## src/hw/ctm_consts.svh

```systemverilog
`ifndef CTM_CONSTS_SVH
`define CTM_CONSTS_SVH

// Register byte offsets.
`define CTM_OFS_ENABLE 12'h000
`define CTM_OFS_CONTROL 12'h004
`define CTM_OFS_COUNT 12'h008
`define CTM_OFS_CMP_A 12'h00C
`define CTM_OFS_CMP_P 12'h010
`define CTM_OFS_STATUS 12'h014

// Field positions.
`define CTM_BIT_ENABLE 0
`define CTM_BIT_FLAG_A 0
`define CTM_BIT_FLAG_P 1

// Reset values.
`define CTM_RST_CONTROL 8'h00
`define CTM_RST_CMP_A 10'h000
`define CTM_RST_CMP_P 3'h0

// Counter geometry: full period and period step, in timer clocks.
`define CTM_FULL_COUNT 11'h400
`define CTM_STEP_SHIFT 7

`endif

```

## src/hw/ctm_pkg.sv

```systemverilog
`default_nettype none

package ctm_pkg;

  typedef enum logic [1:0] {
    CTM_MODE_COMPARE = 2'b00,
    CTM_MODE_UNDEF = 2'b01,
    CTM_MODE_PWM = 2'b10,
    CTM_MODE_TIMER = 2'b11
  } ctm_mode_t;

  // Layout of the second control register, bit 7 down to bit 0.
  typedef struct packed {
    ctm_mode_t mode_select;
    logic [1:0] output_action_select;
    logic output_initial_level;
    logic output_invert;
    logic period_duty_swap;
    logic clear_source_select;
  } ctm_control_t;

endpackage

`default_nettype wire

```

## src/hw/ctm_timer.sv

```systemverilog
// Overview of operation
// - Mode 00 selects compare-match output.
// - Mode 11 selects timer/counter.
// - Mode 10 selects PWM output.
// - Clear on P match; zero P overflows.
// - Clear-by-P raises both match flags.
// - Clear-by-A: clear on A, no P flag.
// - Clear-by-A, zero A: overflow, no flag.
// - Compare pin changes only on A match or enable rise.
// - A match sets, clears or toggles pin.
// - Action codes: keep, low, high, toggle.
// - Enable rise loads initial pin level.
// - Enable rise zeroes counter; fall holds it.
// - Timer mode counts, never drives pin.
// - PWM ignores clear select; period, duty.
// - Swap 0: period from P, duty A.
// - Swap 1: period from A, duty P.
// - Duty at or above period: full.
// - PWM raises A and P flags.
// - PWM polarity and pass/force selection.
// - PWM actions: inactive, active, waveform.
// - Invert bit inverts pin waveform.
// - Forced pin keeps PWM counting running.
// - P compares counter bits nine to seven.
`include "ctm_consts.svh"
`default_nettype none

module ctm_timer (
  input wire logic mclk,
  input wire logic rst,
  input wire logic count_tick,
  input wire logic psel,
  input wire logic penable,
  input wire logic pwrite,
  input wire logic [11:0] paddr,
  input wire logic [31:0] pwdata,
  output logic [31:0] prdata,
  output logic pready,
  output logic pslverr,
  output logic tm_out,
  output logic tm_out_en
);

  // A three-bit code scaled to 128-clock multiples, zero meaning the full count.
  function automatic logic [10:0] p_count(input logic [2:0] code);
    p_count = (code == 3'h0) ? `CTM_FULL_COUNT : {1'b0, code, 7'h00};
  endfunction

  logic counter_enable_reg;
  logic enable_prev_reg;
  ctm_pkg::ctm_control_t control_reg;
  logic [9:0] compare_a_value_reg;
  logic [2:0] compare_p_value_reg;
  logic match_a_flag_reg;
  logic match_p_flag_reg;
  logic [9:0] count_reg;
  logic out_level_reg;
  logic [31:0] prdata_reg;
  logic tm_out_reg;
  logic tm_out_en_reg;

  logic setup;
  logic access;
  logic wr;
  logic mapped;
  logic enable_rise;
  logic running;
  logic is_pwm;
  logic is_compare;
  logic [10:0] count_inc;
  logic match_a_raw;
  logic match_p_raw;
  logic a_set;
  logic p_set;
  logic clear_ev;
  logic [10:0] duty_val;
  logic [10:0] period_val;
  logic pwm_active;
  logic a_clear_w1;
  logic p_clear_w1;
  logic tm_out_next;
  logic tm_out_en_next;
  logic [31:0] read_next;

  assign setup = psel && !penable;
  assign access = psel && penable;
  assign wr = access && pwrite;
  assign pready = access;
  assign pslverr = access && !mapped;
  assign prdata = prdata_reg;

  always_comb
  begin
    mapped = 1'b1;
    read_next = 32'h0000_0000;
    unique case (paddr)
      `CTM_OFS_ENABLE: read_next[`CTM_BIT_ENABLE] = counter_enable_reg;
      `CTM_OFS_CONTROL: read_next[7:0] = control_reg;
      `CTM_OFS_COUNT: read_next[9:0] = count_reg;
      `CTM_OFS_CMP_A: read_next[9:0] = compare_a_value_reg;
      `CTM_OFS_CMP_P: read_next[2:0] = compare_p_value_reg;
      `CTM_OFS_STATUS:
      begin
        read_next[`CTM_BIT_FLAG_A] = match_a_flag_reg;
        read_next[`CTM_BIT_FLAG_P] = match_p_flag_reg;
      end
      default: mapped = 1'b0;
    endcase
  end

  // Read data is captured in the setup cycle and presented in the access phase.
  always_ff @(posedge mclk)
  begin
    if (rst)
      prdata_reg <= 32'h0000_0000;
    else if (setup && !pwrite)
      prdata_reg <= read_next;
  end

  always_ff @(posedge mclk)
  begin
    if (rst)
    begin
      counter_enable_reg <= 1'b0;
      control_reg <= `CTM_RST_CONTROL;
      compare_a_value_reg <= `CTM_RST_CMP_A;
      compare_p_value_reg <= `CTM_RST_CMP_P;
    end
    else if (wr)
    begin
      unique case (paddr)
        `CTM_OFS_ENABLE: counter_enable_reg <= pwdata[`CTM_BIT_ENABLE];
        `CTM_OFS_CONTROL: control_reg <= pwdata[7:0];
        `CTM_OFS_CMP_A: compare_a_value_reg <= pwdata[9:0];
        `CTM_OFS_CMP_P: compare_p_value_reg <= pwdata[2:0];
        default:
        begin
        end
      endcase
    end
  end

  always_ff @(posedge mclk)
  begin
    if (rst)
      enable_prev_reg <= 1'b0;
    else
      enable_prev_reg <= counter_enable_reg;
  end

  assign enable_rise = counter_enable_reg && !enable_prev_reg;
  assign running = counter_enable_reg && !enable_rise && count_tick;
  assign is_pwm = control_reg.mode_select == ctm_pkg::CTM_MODE_PWM;
  assign is_compare = control_reg.mode_select == ctm_pkg::CTM_MODE_COMPARE;

  // Matches look at the value the counter is about to take; the full count wraps to zero.
  assign count_inc = {1'b0, count_reg} + 11'h001;
  assign match_a_raw = count_inc[9:0] == compare_a_value_reg;
  assign match_p_raw = (count_inc[9:7] == compare_p_value_reg) && (count_inc[6:0] == 7'h00);

  always_comb
  begin
    if (is_pwm)
    begin
      a_set = running && match_a_raw;
      p_set = running && match_p_raw;
      clear_ev = control_reg.period_duty_swap ? match_a_raw : match_p_raw;
    end
    else
    begin
      // Compare, timer and the undefined code all share this clearing scheme.
      a_set = running && match_a_raw &&
        !(control_reg.clear_source_select && compare_a_value_reg == 10'h000);
      p_set = running && match_p_raw && !control_reg.clear_source_select;
      clear_ev = control_reg.clear_source_select ? match_a_raw : match_p_raw;
    end
  end

  always_ff @(posedge mclk)
  begin
    if (rst)
      count_reg <= 10'h000;
    else if (enable_rise)
      count_reg <= 10'h000;
    else if (running && clear_ev)
      count_reg <= 10'h000;
    else if (running)
      count_reg <= count_inc[9:0];
  end

  assign a_clear_w1 = wr && paddr == `CTM_OFS_STATUS && pwdata[`CTM_BIT_FLAG_A];
  assign p_clear_w1 = wr && paddr == `CTM_OFS_STATUS && pwdata[`CTM_BIT_FLAG_P];

  // Flags are sticky and cleared by writing one; a match in the same cycle wins.
  always_ff @(posedge mclk)
  begin
    if (rst)
    begin
      match_a_flag_reg <= 1'b0;
      match_p_flag_reg <= 1'b0;
    end
    else
    begin
      match_a_flag_reg <= a_set || (match_a_flag_reg && !a_clear_w1);
      match_p_flag_reg <= p_set || (match_p_flag_reg && !p_clear_w1);
    end
  end

  // Compare-mode pin level before the invert bit.
  always_ff @(posedge mclk)
  begin
    if (rst)
      out_level_reg <= 1'b0;
    else if (enable_rise)
      out_level_reg <= control_reg.output_initial_level;
    else if (is_compare && a_set)
    begin
      unique case (control_reg.output_action_select)
        2'b00: out_level_reg <= out_level_reg;
        2'b01: out_level_reg <= 1'b0;
        2'b10: out_level_reg <= 1'b1;
        2'b11: out_level_reg <= !out_level_reg;
      endcase
    end
  end

  always_comb
  begin
    if (control_reg.period_duty_swap)
    begin
      period_val = (compare_a_value_reg == 10'h000) ? `CTM_FULL_COUNT :
        {1'b0, compare_a_value_reg};
      duty_val = p_count(compare_p_value_reg);
    end
    else
    begin
      period_val = p_count(compare_p_value_reg);
      duty_val = {1'b0, compare_a_value_reg};
    end
  end

  // Active from the counter clear until the duty match, or always if duty covers the period.
  assign pwm_active = (duty_val >= period_val) || ({1'b0, count_reg} < duty_val);

  always_comb
  begin
    tm_out_next = 1'b0;
    tm_out_en_next = 1'b0;
    unique case (control_reg.mode_select)
      ctm_pkg::CTM_MODE_COMPARE:
      begin
        tm_out_en_next = 1'b1;
        tm_out_next = out_level_reg ^ control_reg.output_invert;
      end
      ctm_pkg::CTM_MODE_PWM:
      begin
        tm_out_en_next = 1'b1;
        // Codes 00, 01 and 11 only force the pin; counting and flags carry on.
        unique case (control_reg.output_action_select)
          2'b01: tm_out_next = control_reg.output_initial_level;
          2'b10: tm_out_next = pwm_active ~^ control_reg.output_initial_level;
          default: tm_out_next = !control_reg.output_initial_level;
        endcase
        tm_out_next = tm_out_next ^ control_reg.output_invert;
      end
      default: tm_out_en_next = 1'b0;
    endcase
  end

  always_ff @(posedge mclk)
  begin
    if (rst)
    begin
      tm_out_reg <= 1'b0;
      tm_out_en_reg <= 1'b0;
    end
    else
    begin
      tm_out_reg <= tm_out_next;
      tm_out_en_reg <= tm_out_en_next;
    end
  end

  assign tm_out = tm_out_reg;
  assign tm_out_en = tm_out_en_reg;
endmodule

`default_nettype wire

```

## config.mk

```make
export PLATFORM = sky130hd
export DESIGN_NAME = ctm_timer
export DESIGN_NICKNAME = d
export VERILOG_FILES = /design/src/hw/ctm_pkg.sv /design/src/hw/ctm_timer.sv
export VERILOG_INCLUDE_DIRS = /design/src /design/src/hw
export SDC_FILE = /design/constraint.sdc
export NUM_CORES = 1
export LEC_CHECK = 0
export ABC_AREA = 1
export BUFFER_PORTS_ARGS = -buffer_cell sky130_fd_sc_hd__clkbuf_2
export CAP_MARGIN = 20
export CORE_MARGIN = 2
export CORE_UTILIZATION = 53
export DETAILED_ROUTE_END_ITERATION = 8
export GPL_TIMING_DRIVEN = 0
export PLACE_DENSITY = 0.77
export SETUP_SLACK_MARGIN = 0.05
export SYNTH_ARGS = -nofsm -noshare
export SYNTH_HDL_FRONTEND = slang
export SYNTH_SLANG_ARGS = --single-unit
export TNS_END_PERCENT = 10
```

## constraint.sdc

```tcl
create_clock -name mclk -period 2.38 [get_ports mclk]
set_input_delay 0.357 -clock mclk [delete_from_list [all_inputs] [get_ports mclk]]
set_output_delay 0.357 -clock mclk [all_outputs]
set_load 0.02 [all_outputs]
```

* After elaboration in Yosys (flattened, before gate mapping)
Index checks and enable logic that the tools add are counted.
** Operators by class
- Eq/ne operators :: 12
- Order comparisons :: 2
- Add/subtract/negate cells :: 1
- Bitwise gates (word level) :: 3
- Mux-type cells :: 22
- Reductions and logical operators :: 50
** Operators by type and width (count)
- $mux 11 :: 4
- $eq 12x4->1 const B :: 2
- $eq 12x5->1 const B :: 2
- $logic_and 1x1->1 :: 21
- $pmux 5 s3 :: 1
- $eq 12x3->1 const B :: 1
- $logic_not 12->1 :: 1
- $ge 11x11->1 :: 1
- $logic_not 1->1 :: 11
- $lt 10x11->1 :: 1
- $add 10x1->10 const B :: 1
- $eq 10x10->1 :: 1
- $logic_not 10->1 :: 1
- $mux 1 :: 10
- $reduce_and 2->1 :: 5
- $logic_not 7->1 :: 1
- $eq 2x2->1 const B :: 3
- $pmux 1 s6 :: 1
- $reduce_or 6->1 :: 1
- $pmux 1 s5 :: 1
- $logic_not 2->1 :: 2
- $pmux 1 s2 :: 2
- $pmux 1 s4 :: 1
- $pmux 2 s2 :: 1
- other kinds (11) :: 14
** Word-level totals
- Output and inout bits :: 36
- Register bits after elaboration :: 48
- Logic and storage cells :: 107

* Longest topological paths before layout
- Word-level depth :: 11
- Depth in mapped cells :: 19

* Worst setup path after synthesis
No wires, ideal clock.
- Path kind :: flip-flop to flip-flop
- Start point :: register compare_a_value_reg[5]
- End point :: register tm_out_reg (netlist: tm_out)
- Arrival :: 2.050 ns
- Path slack :: 0.215 ns
- Library setup time :: 0.115 ns
- Cell stages (with the launch flop) :: 17
- Required time :: 2.265 ns
- Cells stage by stage :: dfxtp_1 > nor2_1 > nand3_1 > nor4_1 > a21oi_1 > ha_1 > nand2_1 > nor2_1 > nand4_1 > nor2_1 > nor2_1 > nand3_1 > nand3_1 > nand2_1 > nand2_1 > a21oi_1 > nor2_1
** Between the ends
- Longest elaborated chain between the ends :: 10
- Elaborated cells between the ends (all ways) :: 12
** RTL lines
- start, declared :: RTL line ctm_timer.sv:52 : logic [9:0] compare_a_value_reg;
- start signal, assigned :: RTL line ctm_timer.sv:126 : compare_a_value_reg <= `CTM_RST_CMP_A;
- start signal, assigned :: RTL line ctm_timer.sv:134 : `CTM_OFS_CMP_A: compare_a_value_reg <= pwdata[9:0];
- $logic_not 10->1 :: RTL line ctm_timer.sv:231 : period_val = (compare_a_value_reg == 10'h000) ? `CTM_FULL_COUNT :
- $mux 11 :: RTL line ctm_timer.sv:231
- $mux 11 :: RTL line ctm_timer.sv:229 : if (control_reg.period_duty_swap)
- $ge 11x11->1 :: RTL line ctm_timer.sv:243 : assign pwm_active = (duty_val >= period_val) || ({1'b0, count_reg} < duty_val);
- $logic_or 1x1->1 * :: RTL line ctm_timer.sv:243
- $xnor 1x1->1 * :: RTL line ctm_timer.sv:261 : 2'b10: tm_out_next = pwm_active ~^ control_reg.output_initial_level;
- $pmux 1 s2 * :: RTL line ctm_timer.sv:259 : unique case (control_reg.output_action_select)
- $mux 1 * :: RTL line ctm_timer.sv:249 : unique case (control_reg.mode_select)
- $xor 1x1->1 * :: RTL line ctm_timer.sv:264 : tm_out_next = tm_out_next ^ control_reg.output_invert;
- $pmux 1 s2 * :: RTL line ctm_timer.sv:249
- end signal, assigned :: RTL line ctm_timer.sv:279 : tm_out_reg <= tm_out_next;
- end, declared :: RTL line ctm_timer.sv:59 : logic tm_out_reg;
Mark *: on every way between the ends. The rest lies on a longest branch, timed or not. The select of a mux whose other input is x is not followed.
A chain may end at the register's enable or synchronous reset.

* Worst setup path after layout
- Start point :: register compare_a_value_reg[6]
- End point :: register tm_out_reg (netlist: tm_out)
The elaborated chain is that of the path after synthesis.

==> results.md <==
* Core ar. at 6240 µm²
* Critical path class: flop to flop
* Max FO, Critical Path at 5
* Max Transition Viols Final at 0
* Max Used Layer: met4
* Worst Tran Pin Value at 0.567 ns
* Met2 wire len at 4.56 mm
* # IOs at 86
* Num CTS Buffers at 5
* Synthesis-stage register bit count at 48
* Initial Utilization at 53.9%
* Area contributors post-synth: dfxtp_1 29%, nand2_1 12%, ha_1 7.1%, inv_1 7.0%, o21ai_0 7.0%
* Synthesis-to-layout area growth at 17.9%
* DP Cell Count at 651
* Yosys top cell area share at 28.5%
* CP max stage cell: dfxtp_2
* Layout cells sized above 1 at 21.6%
* Clock buffer depth at 2
* Setup TNS Final at -0.0559 ns
* Number of enable flip-flop cells after synthesis at 0
* Initial DRC count at 222
* Avg Cell Area, Syn at 6.58 µm²
* Buffers plus inverters on the worst setup path at 0
* Pin count of the biggest net entering global routing at 16
* Worst Hold Class: input pin to flop
* Multi-input logic area at 2050 µm²
* Initial DRT Pass Iterations at 4
* Average vias per placed instance at 5.46
* First-pass GRT wire length at 16.0 mm
* YS warnings at 0
* Kind of start point of the critical path: flop
* Met3 Wirelength at 803 µm
* Data required, critical path at 2.59 ns
* RSZ-0062 raised after global routing: yes
* Register area share after synthesis at 28.5%
* Worst-case vdd ir drop at 0.322 mV
* Clk sink count at 48
* Fillcell total at 613
* PortBufs at 41
* Synthesized instance count at 512
* Vert. Die Dim at 83.7 µm
* Crit share post-route at 102%
* All-Layer GR Usage at 28.3%
* Die X at 83.7 µm
* Post-Syn Area at 3370 µm²
* Die ar. at 7010 µm²
* Row count at 29
* CP delay by family, top: simple AND/OR/NAND/NOR gates
* Number of max-cap violations at 0
* Leak pwr at 1.82 nW
* Fin area at 3970 µm²
* Status: finished, violations left
* Max Clock Skew at 0.0115 ns
* Non-filler cells, final at 666
* CTS clk-pin slew, worst paths at 0.09 ns
* Grt total ovfl at 0
* Pwr per Cell Area at 393 nW/µm²
* Area leader, netlist: dfxtp_1
* Crit path DAT at 2.65 ns
* Routed wire per std cell at 14.7 µm
* DRC violations left at 0
* Synth Flop Type: dfxtp_1
* Routed vias at 3635
* Fin. Hold Viols at 0
* Post-layout nets at 657
* Final core utilization at 63.6%
* Relative slew slack at 62.2%
* H-tree depth at 2
* Number of distinct library cells after synthesis at 40
* Cell breakdown of the critical path: nor2_4, nand3_2, nor4_4, a21oi_2, ha_1, nand2_1, nor2_2, nand4_1, nor2_1, nor2_2, nand2_1, nand2_1, nand3_1, nand2_1, nand2_1, nand3_1, nand2_1, nor2_1
* Total power at 1.56 mW
* Vias in the first global route at 3445
* Fmax at 0.411 GHz
* Clock root buffer: clkbuf_8
* Final setup margin at -0.0559 ns
* Post-route minimum period at 2.44 ns
* Final WL at 9.80 mm
* Clk_lat worst skew at 0.31 ns
* FFs w/ async S/R, synth at 0%
* Hold buffers post-CTS at 0
* Crit path top cell by count: nand2_1
* CP peak stage delay at 0.37 ns
* Sequential cell area at 970 µm²
* M1 wire length at 4.19 mm
* Antenna violations before repair at 0
* Final setup viols at 1
* Placed inst area at 3750 µm²
* HPWL after detailed placement at 7.59 mm
* CTS tree: yes
* Placer Congestion at 0.983
* Antenna diode count at 0
* Worst Setup End Kind: flop
* Failing checks: negative setup slack
* DRT antenna net count at 0
[layout make-up]
| type | count | share of cell area, % |
|---|---|---|
| Multi-Input combinational cell | 387 | 51.7 |
| Sequential cell | 48 | 24.4 |
| Timing Repair Buffer | 48 | 6.49 |
| Buffer | 34 | 6.12 |
| Inverter | 64 | 6.05 |
| Tap cell | 77 | 2.43 |
| Clock buffer | 5 | 1.73 |
| Clock inverter | 3 | 1.07 |
[synth_stat cells, types with 2 or more instances]
cell	number
a21oi_1	43
o211ai_1	2
nand3_2	2
buf_4	22
inv_1	63
buf_2	2
nand4_1	8
nand2_1	106
nand3b_1	2
nor2_2	5
o22ai_1	8
nor2_1	50
ha_1	19
o221ai_1	2
nand2_2	6
xor2_1	4
clkbuf_1	8
nand3_1	37
o21ai_0	47
nor2_4	2
nor4_1	3
dfxtp_1	48
nor3_1	5
o21ai_2	2
[what timing repair did]
item / in CTS / in global routing
setup buffers: 6 / 1
cloned: 0 / 0
setup endpoints to repair: 1 / 14
resized for setup: 18 / 9
pin swaps: 4 / 1
[per-layer routing]
metal,vias up,track usage (%)
li1,1797,-
met1,1647,36.2
met2,165,47.9
met3,26,5.04
met4,0,10.3
met5,-,0
[placed cells by master (no fill, tap or decap), types with 2 or more instances in the layout]
cell type / netlist / layout
nand4_1: 8 / 8
nor4_1: 3 / 2
nand2_2: 6 / 6
dfxtp_2: 0 / 7
nor2_2: 5 / 7
o21ai_0: 47 / 47
nor3_1: 5 / 4
clkbuf_1: 8 / 6
nand3_1: 37 / 36
o221ai_1: 2 / 2
o21ai_2: 2 / 2
a21oi_1: 43 / 42
nor3_2: 1 / 2
conb_1: 1 / 22
inv_2: 1 / 7
o211ai_1: 2 / 2
clkbuf_8: 1 / 6
nor2_4: 2 / 3
buf_4: 22 / 29
nand2_1: 106 / 106
xor2_1: 4 / 4
dfxtp_1: 48 / 41
clkbuf_2: 0 / 43
nor2_1: 50 / 47
inv_1: 63 / 57
ha_1: 19 / 18
o22ai_1: 8 / 8
nand3b_1: 2 / 2
nand3_2: 2 / 3
[stage by stage]
step / setup WS [ns] / hold WS, ns
final: -0.0559 / 0.341
after global routing: -0.222 / 0.358
after CTS: 0.0250 / 0.332
after detailed placement: -0.463 / 0.456
after global placement: -0.441 / 0.455
after floorplan: 0.215 / 0.444
[worst paths after layout]
check                                            from  slack, ns                                   to  depth (start not counted)
setup / recovery  compare_a_value_reg[6]$_SDFFE_PP0P_      -0.06                    tm_out$_SDFF_PP0_                         18
hold / removal                              pwdata[8]       0.34  compare_a_value_reg[8]$_SDFFE_PP0P_                          3
hold reg to reg                prdata[7]$_SDFFE_PP0P_       0.47               prdata[7]$_SDFFE_PP0P_                          2
setup reg to reg  compare_a_value_reg[6]$_SDFFE_PP0P_      -0.06                    tm_out$_SDFF_PP0_                         18
[cell families (layout without fill, tap and decap cells)]
family	count (synthesis)	count (layout)	share of synthesized area, %
and+or+nand+nor	229	229	30.2
muxes	1	1	0.297
other	1	22	0.111
DFF	48	48	28.5
buffers and inverters	98	154	14.2
xor gates and xnor gates	6	6	1.78
AOI/OAI and AO/OA	110	110	17.8
adders and majority gates	19	19	7.06
[worst register-to-register path, delay by kind of cell (launching register included)]
kind,cells,cell delay (ns)
adders and majority gates,1,0.30
DFF,1,0.37
AOI/OAI and AO/OA,1,0.10
and+or+nand+nor,16,1.58
[power breakdown]
part	switching (mW)	internal (mW)	total, mW
Clock	0.286	0.311	0.597
Combinational	0.0930	0.0601	0.153
Sequential	0.00199	0.807	0.809
(Power assumes the default switching activity.)
